$ cat src/rtl/imx_pkg.sv
// Constants, field layout and state codes of the mux bus front end.
// Assumes a single pclk domain and an APB master for the registers.
package imx_pkg;
  localparam int          APB_AW       = 12;
  localparam int          APB_DW       = 32;
  localparam int          SYNC_W       = 7;
  localparam logic [6:0]  SYNC_RST     = 7'h7f;
  localparam int          POS_SCL      = 0;
  localparam int          POS_SDA      = 1;
  localparam int          POS_IRQ0     = 2;
  localparam int          POS_IRQ1     = 3;
  localparam int          POS_ADDR     = 4;
  localparam logic [3:0]  BYTE_BITS    = 4'h8;
  localparam logic [3:0]  SADDR_HI_DEF = 4'h7;
  localparam logic [11:0] OFS_STAT     = 12'h000;
  localparam logic [11:0] OFS_MASK     = 12'h004;
  localparam logic [11:0] OFS_CTRL     = 12'h008;
  localparam logic [11:0] OFS_CFG      = 12'h00c;
  localparam int          STAT_W       = 4;
  localparam int          EV_START     = 0;
  localparam int          EV_STOP      = 1;
  localparam int          EV_WRITE     = 2;
  localparam int          EV_NACK      = 3;
  localparam logic [3:0]  STAT_RST     = 4'h0;
  localparam logic [3:0]  MASK_RST     = 4'h0;
  localparam logic        CFG_EN_RST   = 1'b1;
  localparam int          CH_LO_POS    = 0;
  localparam int          CH_HI_POS    = 1;
  localparam int          CH_EN_POS    = 2;
  localparam int          IRQ0_POS     = 4;
  localparam int          IRQ1_POS     = 5;
  localparam logic [7:0]  CTRL_RST     = 8'h00;

  typedef enum logic [7:0] {
    S_IDLE  = 8'h01,
    S_ADDR  = 8'h02,
    S_AACK  = 8'h04,
    S_WDATA = 8'h08,
    S_WACK  = 8'h10,
    S_RDATA = 8'h20,
    S_RACK  = 8'h40,
    S_SKIP  = 8'h80
  } imx_state_t;
endpackage

$ cat src/rtl/imx_ctl_if.sv
// Carrier between the bus front end and its register slave.
// Assumes both ends run on pclk.
interface imx_ctl_if;
  logic [imx_pkg::STAT_W-1:0] ev;
  logic [7:0]                 ctrl_byte;
  logic [1:0]                 conn;
  logic                       resp_en;
  modport core (output ev, output ctrl_byte, output conn, input resp_en);
  modport regs (input ev, input ctrl_byte, input conn, output resp_en);
endinterface

$ cat src/rtl/imx_sync.sv
// Two-flop synchroniser, one chain per bit.
// Assumes inputs arrive from outside the pclk domain.
module imx_sync #(
  parameter int           W   = 1,
  parameter logic [W-1:0] RST = '0
) (
  input  wire logic         clk,
  input  wire logic         rst_n,
  input  wire logic [W-1:0] d,
  output logic      [W-1:0] q
);
  logic [W-1:0] meta_r;

  for (genvar i = 0; i < W; i++) begin : g_bit
    always_ff @(posedge clk or negedge rst_n) begin
      if (!rst_n) begin
        meta_r[i] <= RST[i];
        q[i]      <= RST[i];
      end else begin
        meta_r[i] <= d[i];
        q[i]      <= meta_r[i];
      end
    end
  end
endmodule // imx_sync

$ cat src/rtl/imx_apb_regs.sv
// APB slave: event status, mask, control readback, config, interrupt.
// Assumes events arrive as one-cycle pulses on pclk.
module imx_apb_regs
  import imx_pkg::*;
(
  input  wire logic              pclk,
  input  wire logic              presetn,
  input  wire logic [APB_AW-1:0] paddr,
  input  wire logic              psel,
  input  wire logic              penable,
  input  wire logic              pwrite,
  input  wire logic [APB_DW-1:0] pwdata,
  output logic      [APB_DW-1:0] prdata,
  output logic                   pready,
  output logic                   pslverr,
  output logic                   irq,
  imx_ctl_if.regs                ctl
);
  logic [STAT_W-1:0] stat_r, stat_nxt, mask_r, mask_nxt;
  logic              en_r, en_nxt, irq_nxt, rdy_nxt, err_nxt;
  logic [APB_DW-1:0] rd_nxt, rdata;
  logic              setup, wr, hit;

  assign ctl.resp_en = en_r;

  always_comb begin
    setup    = psel && !penable;
    wr       = psel && penable && pready && pwrite;
    stat_nxt = stat_r | ctl.ev;
    mask_nxt = mask_r;
    en_nxt   = en_r;
    rdata    = '0;
    hit      = 1'b1;
    case (paddr)
      OFS_STAT: rdata[STAT_W-1:0] = stat_r;
      OFS_MASK: rdata[STAT_W-1:0] = mask_r;
      OFS_CTRL: rdata[9:0] = {ctl.conn, ctl.ctrl_byte};
      OFS_CFG:  rdata[0] = en_r;
      default:  hit = 1'b0;
    endcase
    // Write one to clear; a new event in the same cycle wins
    if (wr && paddr == OFS_STAT) begin
      stat_nxt = (stat_r & ~pwdata[STAT_W-1:0]) | ctl.ev;
    end
    if (wr && paddr == OFS_MASK) begin
      mask_nxt = pwdata[STAT_W-1:0];
    end
    if (wr && paddr == OFS_CFG) begin
      en_nxt = pwdata[0];
    end
    rdy_nxt = setup;
    err_nxt = setup && !hit;
    rd_nxt  = setup ? rdata : prdata;
    irq_nxt = |(stat_r & mask_r);
  end

  always_ff @(posedge pclk or negedge presetn) begin
    if (!presetn) begin
      stat_r  <= STAT_RST;
      mask_r  <= MASK_RST;
      en_r    <= CFG_EN_RST;
      pready  <= 1'b0;
      pslverr <= 1'b0;
      prdata  <= '0;
      irq     <= 1'b0;
    end else begin
      stat_r  <= stat_nxt;
      mask_r  <= mask_nxt;
      en_r    <= en_nxt;
      pready  <= rdy_nxt;
      pslverr <= err_nxt;
      prdata  <= rd_nxt;
      irq     <= irq_nxt;
    end
  end
endmodule // imx_apb_regs

$ cat src/rtl/imx_i2c_front.sv
// Bus front end of a two-channel I2C mux, slave on the upstream pair.
// Assumes SCL/SDA and the interrupt pins are asynchronous to pclk.
// Behaviour
// RULE1 - A data change while the clock is high is a bus control event.
// RULE2 - Data falling while the clock is high is a START.
// RULE3 - Data rising while the clock is high is a STOP ending the transfer.
// RULE4 - The master starts a transfer only on an idle bus.
// RULE5 - Each byte is eight bits plus one acknowledge, no byte count limit.
// RULE6 - The master gives a ninth clock for the acknowledge of each byte.
// RULE7 - The transmitter releases the data line during acknowledge.
// RULE8 - The addressed device acknowledges the address and every byte.
// RULE9 - A reading master acknowledges each byte except the last.
// RULE10 - The acknowledger holds data low over the whole ninth clock high.
// RULE11 - A reading master withholds acknowledge after its last byte.
// RULE12 - After a withheld acknowledge the device leaves data high.
// RULE13 - Of several written bytes only the last stays in control.
// RULE14 - Control bits 2..0 of 100 and 101 pick channel 0 and 1, else none.
// RULE15 - A new channel choice connects only after a STOP.
// RULE16 - Read bits 4 and 5 show the channel 0 and 1 interrupt inputs.
// RULE17 - After reset the machine waits idle for a START.
module imx_i2c_front #(
  parameter logic [3:0] SADDR_HI = imx_pkg::SADDR_HI_DEF
) (
  input  wire logic                      pclk,
  input  wire logic                      presetn,
  input  wire logic [imx_pkg::APB_AW-1:0] paddr,
  input  wire logic                      psel,
  input  wire logic                      penable,
  input  wire logic                      pwrite,
  input  wire logic [imx_pkg::APB_DW-1:0] pwdata,
  output logic      [imx_pkg::APB_DW-1:0] prdata,
  output logic                           pready,
  output logic                           pslverr,
  output logic                           irq,
  input  wire logic                      scl,
  input  wire logic                      sda,
  output logic                           sda_val,
  output logic                           sda_oe,
  input  wire logic                      chan0_irq_in_n,
  input  wire logic                      chan1_irq_in_n,
  input  wire logic [2:0]                addr_pins,
  output logic      [1:0]                downstream_bus_pair
);
  import imx_pkg::*;

  imx_ctl_if ctl ();

  logic [SYNC_W-1:0] pins_s;
  logic              scl_s, sda_s, scl_p_r, sda_p_r;
  logic              irq0_s, irq1_s;
  logic [2:0]        addr_s;
  logic              scl_rise, scl_fall, start_det, stop_det;
  logic              addr_hit;
  logic [7:0]        tx_byte;

  imx_state_t        state_r, state_nxt;
  logic [3:0]        cnt_r, cnt_nxt;
  logic [7:0]        shift_r, shift_nxt, tx_r, tx_nxt;
  logic [7:0]        ctrl_r, ctrl_nxt;
  logic              oe_nxt, rd_r, rd_nxt, acked_r, acked_nxt;
  logic              pend_r, pend_nxt;
  logic [1:0]        conn_nxt;
  logic [STAT_W-1:0] ev_r, ev_nxt;

  function automatic logic [1:0] chan_decode(input logic [7:0] c);
    logic en;
    en = c[CH_EN_POS] && !c[CH_HI_POS];
    return {en && c[CH_LO_POS], en && !c[CH_LO_POS]};
  endfunction

  imx_sync #(
    .W   (SYNC_W),
    .RST (SYNC_RST)
  ) u_sync (
    .clk   (pclk),
    .rst_n (presetn),
    .d     ({addr_pins, chan1_irq_in_n, chan0_irq_in_n, sda, scl}),
    .q     (pins_s)
  );

  imx_apb_regs u_regs (
    .pclk    (pclk),
    .presetn (presetn),
    .paddr   (paddr),
    .psel    (psel),
    .penable (penable),
    .pwrite  (pwrite),
    .pwdata  (pwdata),
    .prdata  (prdata),
    .pready  (pready),
    .pslverr (pslverr),
    .irq     (irq),
    .ctl     (ctl.regs)
  );

  // Open-drain pin: only the enable ever changes
  assign sda_val = 1'b0;

  assign scl_s  = pins_s[POS_SCL];
  assign sda_s  = pins_s[POS_SDA];
  assign irq0_s = pins_s[POS_IRQ0];
  assign irq1_s = pins_s[POS_IRQ1];
  assign addr_s = pins_s[POS_ADDR +: 3];

  assign scl_rise  = scl_s && !scl_p_r;
  assign scl_fall  = !scl_s && scl_p_r;
  assign start_det = scl_s && scl_p_r && sda_p_r && !sda_s; // see RULE2
  assign stop_det  = scl_s && scl_p_r && !sda_p_r && sda_s; // see RULE3
  assign addr_hit  = ctl.resp_en && shift_r[7:1] == {SADDR_HI, addr_s};

  // Read byte: stored bits with live interrupt inputs in bits 5..4
  always_comb begin
    tx_byte           = ctrl_r;
    tx_byte[IRQ0_POS] = !irq0_s; // see RULE16
    tx_byte[IRQ1_POS] = !irq1_s; // see RULE16
  end

  assign ctl.ev        = ev_r;
  assign ctl.ctrl_byte = tx_byte;
  assign ctl.conn      = downstream_bus_pair;

  always_comb begin
    state_nxt = state_r;
    cnt_nxt   = cnt_r;
    shift_nxt = shift_r;
    tx_nxt    = tx_r;
    ctrl_nxt  = ctrl_r;
    oe_nxt    = sda_oe;
    rd_nxt    = rd_r;
    acked_nxt = acked_r;
    pend_nxt  = pend_r;
    conn_nxt  = downstream_bus_pair;
    ev_nxt    = '0;
    if (start_det) begin // see RULE1
      state_nxt        = S_ADDR;
      cnt_nxt          = '0;
      oe_nxt           = 1'b0;
      ev_nxt[EV_START] = 1'b1;
    end else if (stop_det) begin // see RULE1
      state_nxt       = S_IDLE;
      oe_nxt          = 1'b0;
      ev_nxt[EV_STOP] = 1'b1;
      if (pend_r) begin
        conn_nxt = chan_decode(ctrl_r); // see RULE14 see RULE15
        pend_nxt = 1'b0;
      end
    end else begin
      unique case (state_r)
        S_IDLE: begin
          oe_nxt = 1'b0; // see RULE17
        end
        S_ADDR: begin
          if (scl_rise) begin
            shift_nxt = {shift_r[6:0], sda_s};
            cnt_nxt   = cnt_r + 4'h1;
          end else if (scl_fall && cnt_r == BYTE_BITS) begin // see RULE5
            rd_nxt = shift_r[0];
            if (addr_hit) begin
              state_nxt = S_AACK;
              oe_nxt    = 1'b1; // see RULE8
            end else begin
              state_nxt = S_SKIP;
            end
          end
        end
        S_AACK: begin
          if (scl_fall) begin
            cnt_nxt = '0;
            if (rd_r) begin
              state_nxt = S_RDATA;
              tx_nxt    = tx_byte;
              oe_nxt    = !tx_byte[7];
            end else begin
              state_nxt = S_WDATA;
              oe_nxt    = 1'b0;
            end
          end
        end
        S_WDATA: begin
          if (scl_rise) begin
            shift_nxt = {shift_r[6:0], sda_s};
            cnt_nxt   = cnt_r + 4'h1;
          end else if (scl_fall && cnt_r == BYTE_BITS) begin // see RULE5
            state_nxt        = S_WACK;
            oe_nxt           = 1'b1; // see RULE8
            ctrl_nxt         = shift_r; // see RULE13
            pend_nxt         = 1'b1; // see RULE15
            ev_nxt[EV_WRITE] = 1'b1;
          end
        end
        S_WACK: begin
          if (scl_fall) begin // see RULE10
            state_nxt = S_WDATA;
            cnt_nxt   = '0;
            oe_nxt    = 1'b0;
          end
        end
        S_RDATA: begin
          if (scl_rise) begin
            cnt_nxt = cnt_r + 4'h1;
          end else if (scl_fall) begin
            if (cnt_r == BYTE_BITS) begin // see RULE5
              state_nxt = S_RACK;
              oe_nxt    = 1'b0; // see RULE7
            end else begin
              tx_nxt = {tx_r[6:0], 1'b1};
              oe_nxt = !tx_r[6];
            end
          end
        end
        S_RACK: begin
          if (scl_rise) begin
            acked_nxt = !sda_s;
          end else if (scl_fall) begin
            cnt_nxt = '0;
            if (acked_r) begin
              state_nxt = S_RDATA;
              tx_nxt    = tx_byte;
              oe_nxt    = !tx_byte[7];
            end else begin
              state_nxt       = S_SKIP;
              oe_nxt          = 1'b0; // see RULE12
              ev_nxt[EV_NACK] = 1'b1;
            end
          end
        end
        S_SKIP: begin
          oe_nxt = 1'b0; // see RULE12
        end
        default: begin
          state_nxt = S_IDLE;
          oe_nxt    = 1'b0;
        end
      endcase
    end
  end

  always_ff @(posedge pclk or negedge presetn) begin
    if (!presetn) begin
      state_r             <= S_IDLE; // see RULE17
      cnt_r               <= '0;
      shift_r             <= '0;
      tx_r                <= '0;
      ctrl_r              <= CTRL_RST;
      sda_oe              <= 1'b0;
      rd_r                <= 1'b0;
      acked_r             <= 1'b0;
      pend_r              <= 1'b0;
      downstream_bus_pair <= '0;
      ev_r                <= '0;
      scl_p_r             <= 1'b1;
      sda_p_r             <= 1'b1;
    end else begin
      state_r             <= state_nxt;
      cnt_r               <= cnt_nxt;
      shift_r             <= shift_nxt;
      tx_r                <= tx_nxt;
      ctrl_r              <= ctrl_nxt;
      sda_oe              <= oe_nxt;
      rd_r                <= rd_nxt;
      acked_r             <= acked_nxt;
      pend_r              <= pend_nxt;
      downstream_bus_pair <= conn_nxt;
      ev_r                <= ev_nxt;
      scl_p_r             <= scl_s;
      sda_p_r             <= sda_s;
    end
  end
endmodule // imx_i2c_front

$ cat config.mk
export PLATFORM = sky130hd
export DESIGN_NAME = imx_i2c_front
export DESIGN_NICKNAME = d
export VERILOG_FILES = /design/src/rtl/imx_pkg.sv /design/src/rtl/imx_ctl_if.sv /design/src/rtl/imx_sync.sv /design/src/rtl/imx_apb_regs.sv /design/src/rtl/imx_i2c_front.sv
export SDC_FILE = /design/constraint.sdc
export NUM_CORES = 1
export LEC_CHECK = 0
export ABC_CLOCK_PERIOD_IN_PS = 3200
export BUFFER_PORTS_ARGS = -buffer_cell sky130_fd_sc_hd__buf_2
export CORE_ASPECT_RATIO = 0.75
export CORE_UTILIZATION = 30
export DETAILED_ROUTE_END_ITERATION = 7
export MAX_ROUTING_LAYER = met4
export PLACE_DENSITY_LB_ADDON = 0.1
export RECOVER_POWER = 50
export SLEW_MARGIN = 10
export SYNTH_ARGS = -nofsm -noshare
export SYNTH_HDL_FRONTEND = slang
export SYNTH_SLANG_ARGS = --single-unit
$ cat constraint.sdc
create_clock -name pclk -period 3.2 [get_ports pclk]
set_input_delay 0.96 -clock pclk [delete_from_list [all_inputs] [get_ports pclk]]
set_output_delay 0.96 -clock pclk [all_outputs]
set_load 0.005 [all_outputs]
==> qor.csv, run 1 <==
metric;value;unit
period_needed;2.40;ns
synth-xor-area-share;2.23;%
drt_wl_total;8580;um
die-area;13500;um^2
synthArstFlopShare;100;%
avgViaCountPerCell;4.75;
vias;2664;
final_cell_mix;dfrtp_1, buf_2, mux2_2;
placementRows;35;
start_util;31.3;%
synth_top_family_by_area;simple AND/OR/NAND/NOR gates;
syn_avg_cell_area;11.4;um^2
hpwlAfterDp;6170;um
cts-root-buf;clkbuf_16;
hold_path_class;reg -> reg;
grt.total_usage;14.5;%
post_cts_buffers;0;
final_common_cell;dfrtp_1;
yosysWarningCount;0;
status;finished clean;
synth_ff_type;dfrtp_1;
fin_nets;448;
place.gp.congestion;0.824;
seqCellArea;2050;um^2
yosysSeqAreaShare;52.2;%
power.density;471;nW/um^2
whs;0.355;ns
netlist_area;3920;um^2
ioPinCount;95;
worst_pin_slew;1.06;ns
hold_violations;0;
crit_chain;buf_2 > nor4_1 > nand3_1 > nor2_1 > and3_1 > mux2_2;
ctsHoldBuffers;0;
final.setup.tns;0;ns
final.fill_count;1263;
drv_slew;0;
setup_viol;0;
core-area;12500;um^2
worst-path-max-fanout;4;
final_antenna_net_count;0;
max_stage_delay;0.47;ns
synthSimpleGateAreaFrac;14.2;%
grt_pass1_wl;14300;um
maxCapViolations;0;
crit_arrival;2.61;ns
critical_path.endpoint_type;flip-flop;
slew_headroom;29.5;%
syn_to_final_growth;15.1;%
synthMuxAreaShare;11.6;%
timing.final.crit_share;74.9;%
synth_fa_ha_area_share;0.638;%
antenna_found_initial;0;
multi_input_area;1670;um^2
slowest_stage;nor4_1;
start_kind;input pin;
cts_sinks;81;
criticalPathCategory;in -> reg;
total_leakage_power;2.08;nW
peakVddDrop;238;uV
fp.dieW;134;um
portBuffers;43;
drive_above_1_share;30.9;%
skew;0.00964;ns
synth_edf_count;0;
grt_pass1_vias;2629;
drt_pre_antenna_iters;4;
synth_cell_types;58;
drc;0;
synthCells;344;
drt_iter0_drc;81;
grt_max_degree;44;
wl_per_cell;15.3;um
post_cts_resized;0;
fmax;417;MHz
cts_buffers;9;
rsz0062_at_grt;false;
worstSkewPairLatency;0.34;ns
clk_pin_slew;0.06;ns
clockBufferDepth;2;
grt_overflow;0;
dieHeight;101;um
synth-seq-cells;81;
required;3.41;ns
antenna_cells;0;
h-tree-depth;3;
cts_tree;yes;
synth_compound_area_share;11.7;%
cells by family (layout without fill, tap and decap cells):
family / after synthesis / count (layout)
adders and majority gates: 2 / 2
and+or+nand+nor: 98 / 98
AOI/OAI and AO/OA: 61 / 61
buffers and inverters: 52 / 81
other: 1 / 23
xor gates and xnor gates: 10 / 10
DFF: 81 / 81
muxes: 39 / 39
routing by layer:
metal | share of wire (%) | vias up | track usage, %
li1 | - | 1280 | -
met1 | 52 | 1299 | 20.1
met2 | 42 | 81 | 19.7
met3 | 5.7 | 4 | 4.27
met4 | 0.64 | 0 | 5.19
met5 | 0 | - | -
Yosys cell counts, drive strengths merged, types with 3 or more instances:
master | n | area share, %
xnor2 | 6 | 1.3
a21boi | 6 | 1.4
dfrtp | 63 | 40
clkbuf | 11 | 1.1
a22o | 6 | 1.3
mux2 | 34 | 10
a21o | 4 | 0.77
nand2 | 21 | 2.0
nor3 | 5 | 0.64
or2 | 5 | 0.80
inv | 14 | 1.3
dfstp | 18 | 12
or3 | 3 | 0.48
buf | 27 | 4.9
mux2i | 4 | 1.0
nand2b | 6 | 0.96
o21ai | 19 | 2.4
nor4 | 9 | 2.3
nand4 | 9 | 1.4
nor2 | 20 | 1.9
o2111ai | 3 | 0.67
nand3b | 4 | 0.77
nand3 | 7 | 0.89
xor2 | 4 | 0.89
a22oi | 5 | 0.96
report_power, final:
part	total [mW]	switching (mW)	internal (mW)
logic	0.108	0.0668	0.0412
registers	1.07	0.0154	1.05
clock network	0.953	0.406	0.547
sequential cells by signal, summed over array words and instances (netlist names), 2 cells and up:
register / flops
u_regs.prdata: 10
shift_r: 8
state_r: 8
tx_r: 7
u_sync.meta_r: 7
u_sync.q: 7
ctrl_r: 6
cnt_r: 4
ctl.ev: 4
u_regs.mask_r: 4
u_regs.stat_r: 4
downstream_bus_pair: 2
per-stage QoR:
step | instances | worst slack (ns) | power [mW] | utilization, % | instance area, um^2
final | 561 | 0.803 | 2.13 | 36.1 | 4520
after global routing | 561 | 0.639 | 2.23 | 36.1 | 4520
after CTS | 561 | 0.798 | 2.17 | 36.3 | 4550
after detailed placement | 545 | 0.440 | 1.20 | 34.1 | 4270
after global placement | 545 | 0.473 | 1.20 | 34.1 | 4270
after floorplan | 366 | 0.722 | 1.16 | - | 4010
worst max-delay path, delay by kind of cell:
| family | cells | cell delay [ns] |
|---|---|---|
| multiplexers | 1 | 0.36 |
| AND/OR/NAND/NOR | 4 | 1.19 |
| buffers and inverters | 1 | 0.10 |
layout make-up:
type	count	area share, %
sequential	81	45.4
multi-input combinational	233	37.0
timing repair buffer	51	5.79
clock buffer	12	5.46
tap	166	4.60
inverter	14	1.16
clock inverter	4	0.637
final timing paths:
check | start | end | slack, ns | depth (start not counted)
max | paddr[9] | u_regs.mask_r[0]$_DFFE_PN0P_ | 0.80 | 6
min | u_sync.meta_r[6]$_DFF_PN1_ | u_sync.q[6]$_DFF_PN1_ | 0.35 | 0
max reg2reg | state_r[2]$_DFFE_PN0P_ | shift_r[2]$_DFFE_PN0P_ | 0.82 | 4
min reg2reg | u_sync.meta_r[6]$_DFF_PN1_ | u_sync.q[6]$_DFF_PN1_ | 0.35 | 0
max in group asynchronous | presetn | shift_r[2]$_DFFE_PN0P_ | 1.06 | 2
min in group asynchronous | presetn | u_regs.mask_r[1]$_DFFE_PN0P_ | 0.81 | 1
No activity file was read; power rests on OpenSTA's default activity.
==> inputs of run 2 (changes only) <==
ABC_CLOCK_PERIOD_IN_PS = 2420   (was 3200)
clock period = 2.42 ns   (was 3.2 ns; I/O delays follow)
==> qor.csv, run 2 (same netlist as run 1, synthesis figures left out) <==
metric;value;unit
status;finished clean;
stdcell_count;578;
worst_pin_slew;1.27;ns
drt_wl_total;8680;um
total_leakage_power;2.22;nW
avgViaCountPerCell;4.68;
largest_reg_flops;10;
hpwlAfterDp;6320;um
clk_pin_slew;0.06;ns
period_needed;2.16;ns
multi_input_area;1670;um^2
skew;0.00639;ns
vias;2705;
final.fill_count;1274;
largest-register;u_regs.prdata;
hold_path_depth;0;
start_util;31.3;%
setup_viol;0;
core-area;12500;um^2
grt_pass1_vias;2656;
grt_overflow;0;
cts-root-buf;clkbuf_16;
antenna_found_initial;0;
ctsHoldBuffers;0;
drt_pre_antenna_iters;4;
seqCellArea;2050;um^2
clockBufferDepth;2;
cts_buffers;9;
grt_pass1_wl;14300;um
place.gp.congestion;0.831;
final_antenna_net_count;0;
reg.largest.list;u_regs.prdata x10, shift_r x8, state_r x8;
final_common_cell;dfrtp_1;
h-tree-depth;3;
crit_arrival;2.38;ns
syn_to_final_growth;20.7;%
start_kind;flip-flop;
required;2.64;ns
dp.cells;562;
antenna_cells;0;
worst-path-max-fanout;12;
grt.total_usage;14.5;%
fmax;463;MHz
reg2reg_depth;5;
final_cell_mix;dfrtp_1, buf_2, mux2_2;
placementRows;35;
drt_iter0_drc;85;
fp.dieW;134;um
drv_slew;0;
post_cts_buffers;0;
grt_max_degree;61;
ioPinCount;95;
wl_per_cell;15.0;um
fin_total_pwr;3.12;mW
cts_sinks;81;
timing.final.crit_share;89.3;%
criticalPathCategory;reg -> reg;
drive_above_1_share;34.5;%
slew_headroom;15.3;%
hold_violations;0;
rsz0062_at_grt;false;
portBuffers;43;
worstSkewPairLatency;0.34;ns
fin_nets;465;
dieHeight;101;um
cts_tree;yes;
peakVddDrop;599;uV
final_cell_area;4740;um^2
hold_path_class;reg -> reg;
drc;0;
dpl_cell_area;4400;um^2
power.density;658;nW/um^2
final.setup.tns;0;ns
maxCapViolations;0;
critical_path.endpoint_type;flip-flop;
post_cts_resized;0;
die-area;13500;um^2
==> run 2: power by group <==
part	switching, mW	total [mW]	internal [mW]
registers	0.0205	1.41	1.39
logic	0.0902	0.152	0.0616
clock network	0.547	1.56	1.01
total	0.658	3.12	2.46
==> run 2: final timing paths <==
check | startpoint | endpoint | slack [ns]
worst max-delay path | state_r[2]$_DFFE_PN0P_ | tx_r[6]$_DFFE_PN0P_ | 0.26
worst min-delay path | u_sync.meta_r[3]$_DFF_PN1_ | u_sync.q[3]$_DFF_PN1_ | 0.35
worst max register to register | state_r[2]$_DFFE_PN0P_ | tx_r[6]$_DFFE_PN0P_ | 0.26
worst min register to register | u_sync.meta_r[3]$_DFF_PN1_ | u_sync.q[3]$_DFF_PN1_ | 0.35
max in group asynchronous | presetn | u_sync.q[6]$_DFF_PN1_ | 0.80
min in group asynchronous | presetn | u_regs.pready$_DFF_PN0_ | 0.64
==> run 2: critical path, stage by stage, from the launching register on <==
cell and delay [ns]:
dfrtp_1 0.42, or3_1 0.51, nor4_2 0.24, buf_4 0.23
mux2_2 0.35, mux2_1 0.29
==> run 2: metal layers <==
metal  track usage [%]  share of wire (%)
met5                 -                  0
met4              5.01                1.2
met3              4.07                6.8
met1              20.0                 51
met2              20.1                 41
==> run 2: metrics by stage <==
step | util, % | worst slack (ns) | hold WS [ns]
floorplan | - | 0.176 | 0.345
global placement | 35.1 | 0.0623 | 0.346
detailed placement | 35.1 | 0.0488 | 0.347
CTS | 37.9 | 0.262 | 0.272
global route | 37.8 | 0.00922 | 0.358
finish | 37.8 | 0.259 | 0.353
==> run 2: area by class of cell <==
cell class                 count  share of cell area (%)
clock buffer                   9                    4.75
clock inverter                 7                    2.48
inverter                      14                    1.11
multi-input combinational    233                    35.3
sequential                    81                    43.3
tap                          166                    4.38
timing repair buffer          68                    8.72
==> inputs of run 3 (changes only) <==
ABC_CLOCK_PERIOD_IN_PS = not set   (was 2420)
PLACE_DENSITY = 0.54   (was not set)
PLACE_DENSITY_LB_ADDON = not set   (was 0.1)
==> qor.csv, run 3 (same netlist as run 1, synthesis figures left out) <==
metric;value;unit
antenna_cells;0;
reg.largest.list;u_regs.prdata x10, shift_r x8, state_r x8;
status;finished clean;
maxCapViolations;0;
fin_total_pwr;2.84;mW
critical_path_buf_inv_count;1;
final_common_cell;dfrtp_1;
grt.total_usage;14.0;%
reg2reg_from;cnt_r[0]$_DFFE_PN0P_;
critical_path.endpoint_type;flip-flop;
dieHeight;101;um
drc;0;
grt_overflow;0;
crit_chain;inv_1 > ha_1 > and3b_1 > nand3b_1 > a211o_1 > a21boi_4 > mux2_4;
final_cell_mix;dfrtp_1, buf_2, mux2_2;
worst_pin_slew;1.33;ns
final_antenna_net_count;0;
reg2reg_depth;7;
final.setup.tns;0;ns
ioPinCount;95;
hpwlAfterDp;6420;um
drive_above_1_share;34.2;%
cts-root-buf;clkbuf_16;
antenna_found_initial;0;
cts_tree;yes;
h-tree-depth;3;
path_depth;7;
cts_sinks;81;
fin_nets;462;
clk_pin_slew;0.06;ns
largest-register;u_regs.prdata;
total_leakage_power;2.17;nW
slowest_stage;dfrtp_1;
hold_violations;0;
ctsHoldBuffers;0;
worstSkewPairLatency;0.34;ns
hold_path_class;reg -> reg;
portBuffers;43;
final_cell_area;4640;um^2
hold_end;u_sync.q[2]$_DFF_PN1_;
drt_pre_antenna_iters;4;
worst-path-max-fanout;4;
drt_iter0_drc;158;
stdcell_count;575;
crit_arrival;2.42;ns
grt_max_degree;42;
period_needed;2.19;ns
placementRows;35;
skew;0.00723;ns
slew_headroom;11.4;%
start_util;31.3;%
drv_slew;0;
clockBufferDepth;2;
cts_buffers;9;
grt_pass1_wl;14100;um
setup_viol;0;
grt_pass1_vias;2693;
hp-start;u_sync.meta_r[2]$_DFF_PN1_;
timing.final.crit_share;90.6;%
final.fill_count;1266;
dp.cells;559;
vias;2735;
drt_wl_total;8630;um
start_kind;flip-flop;
post_cts_resized;0;
regToRegSetupSlack;0.23;ns
rsz0062_at_grt;false;
criticalPathCategory;reg -> reg;
core-area;12500;um^2
max_stage_delay;0.41;ns
power.density;612;nW/um^2
required;2.64;ns
post_cts_buffers;0;
largest_reg_flops;10;
place.gp.congestion;0.835;
dpl_cell_area;4380;um^2
wl_per_cell;15.0;um
avgViaCountPerCell;4.76;
fmax;456;MHz
hold_path_depth;0;
fp.dieW;134;um
die-area;13500;um^2
crit_family;compound AO/OA/AOI/OAI gates;
peakVddDrop;331;uV
syn_to_final_growth;18.2;%
r2r_end;state_r[7]$_DFFE_PN0P_;
[run 3: power breakdown]
| part | leakage, nW | switching [mW] | internal, mW |
|---|---|---|---|
| clock network | 0.135 | 0.554 | 0.724 |
| logic | 0.975 | 0.0905 | 0.0600 |
| registers | 1.06 | 0.0215 | 1.39 |
| total | 2.17 | 0.666 | 2.17 |
[run 3: area by class of cell]
type	count	area [um^2]	area share, %
Sequential cell	81	2050	44.2
Multi-Input combinational cell	233	1670	36.0
Timing Repair Buffer	65	377	8.12
Clock buffer	10	239	5.15
Tap cell	166	208	4.48
Inverter	14	52.6	1.13
Clock inverter	6	42.5	0.917
[run 3: per-stage QoR]
step | setup WS, ns | hold WS (ns) | util [%]
floorplan | 0.176 | 0.345 | -
global placement | 0.0922 | 0.346 | 34.9
detailed placement | 0.0454 | 0.347 | 34.9
CTS | 0.236 | 0.291 | 37.2
global route | 0.0946 | 0.358 | 37.0
finish | 0.228 | 0.352 | 37.0
[run 3: worst max path at each step]
stage,startpoint,to
6_report,cnt_r[0]$_DFFE_PN0P_,state_r[7]$_DFFE_PN0P_
3_5_place_dp,paddr[1],u_regs.mask_r[2]$_DFFE_PN0P_
2_1_floorplan,paddr[1],u_regs.mask_r[0]$_DFFE_PN0P_
5_1_grt,presetn,shift_r[2]$_DFFE_PN0P_
3_3_place_gp,paddr[9],u_regs.mask_r[0]$_DFFE_PN0P_
4_1_cts,cnt_r[0]$_DFFE_PN0P_,state_r[7]$_DFFE_PN0P_
[run 3: layer usage]
| layer | wire length (um) | vias to the layer above | GRT usage [%] |
|---|---|---|---|
| met1 | 4370 | 1338 | 19.6 |
| met5 | 0 | - | - |
| met2 | 3610 | 84 | 19.5 |
| met4 | 87 | 0 | 3.46 |
| li1 | - | 1303 | - |
| met3 | 565 | 10 | 4.17 |
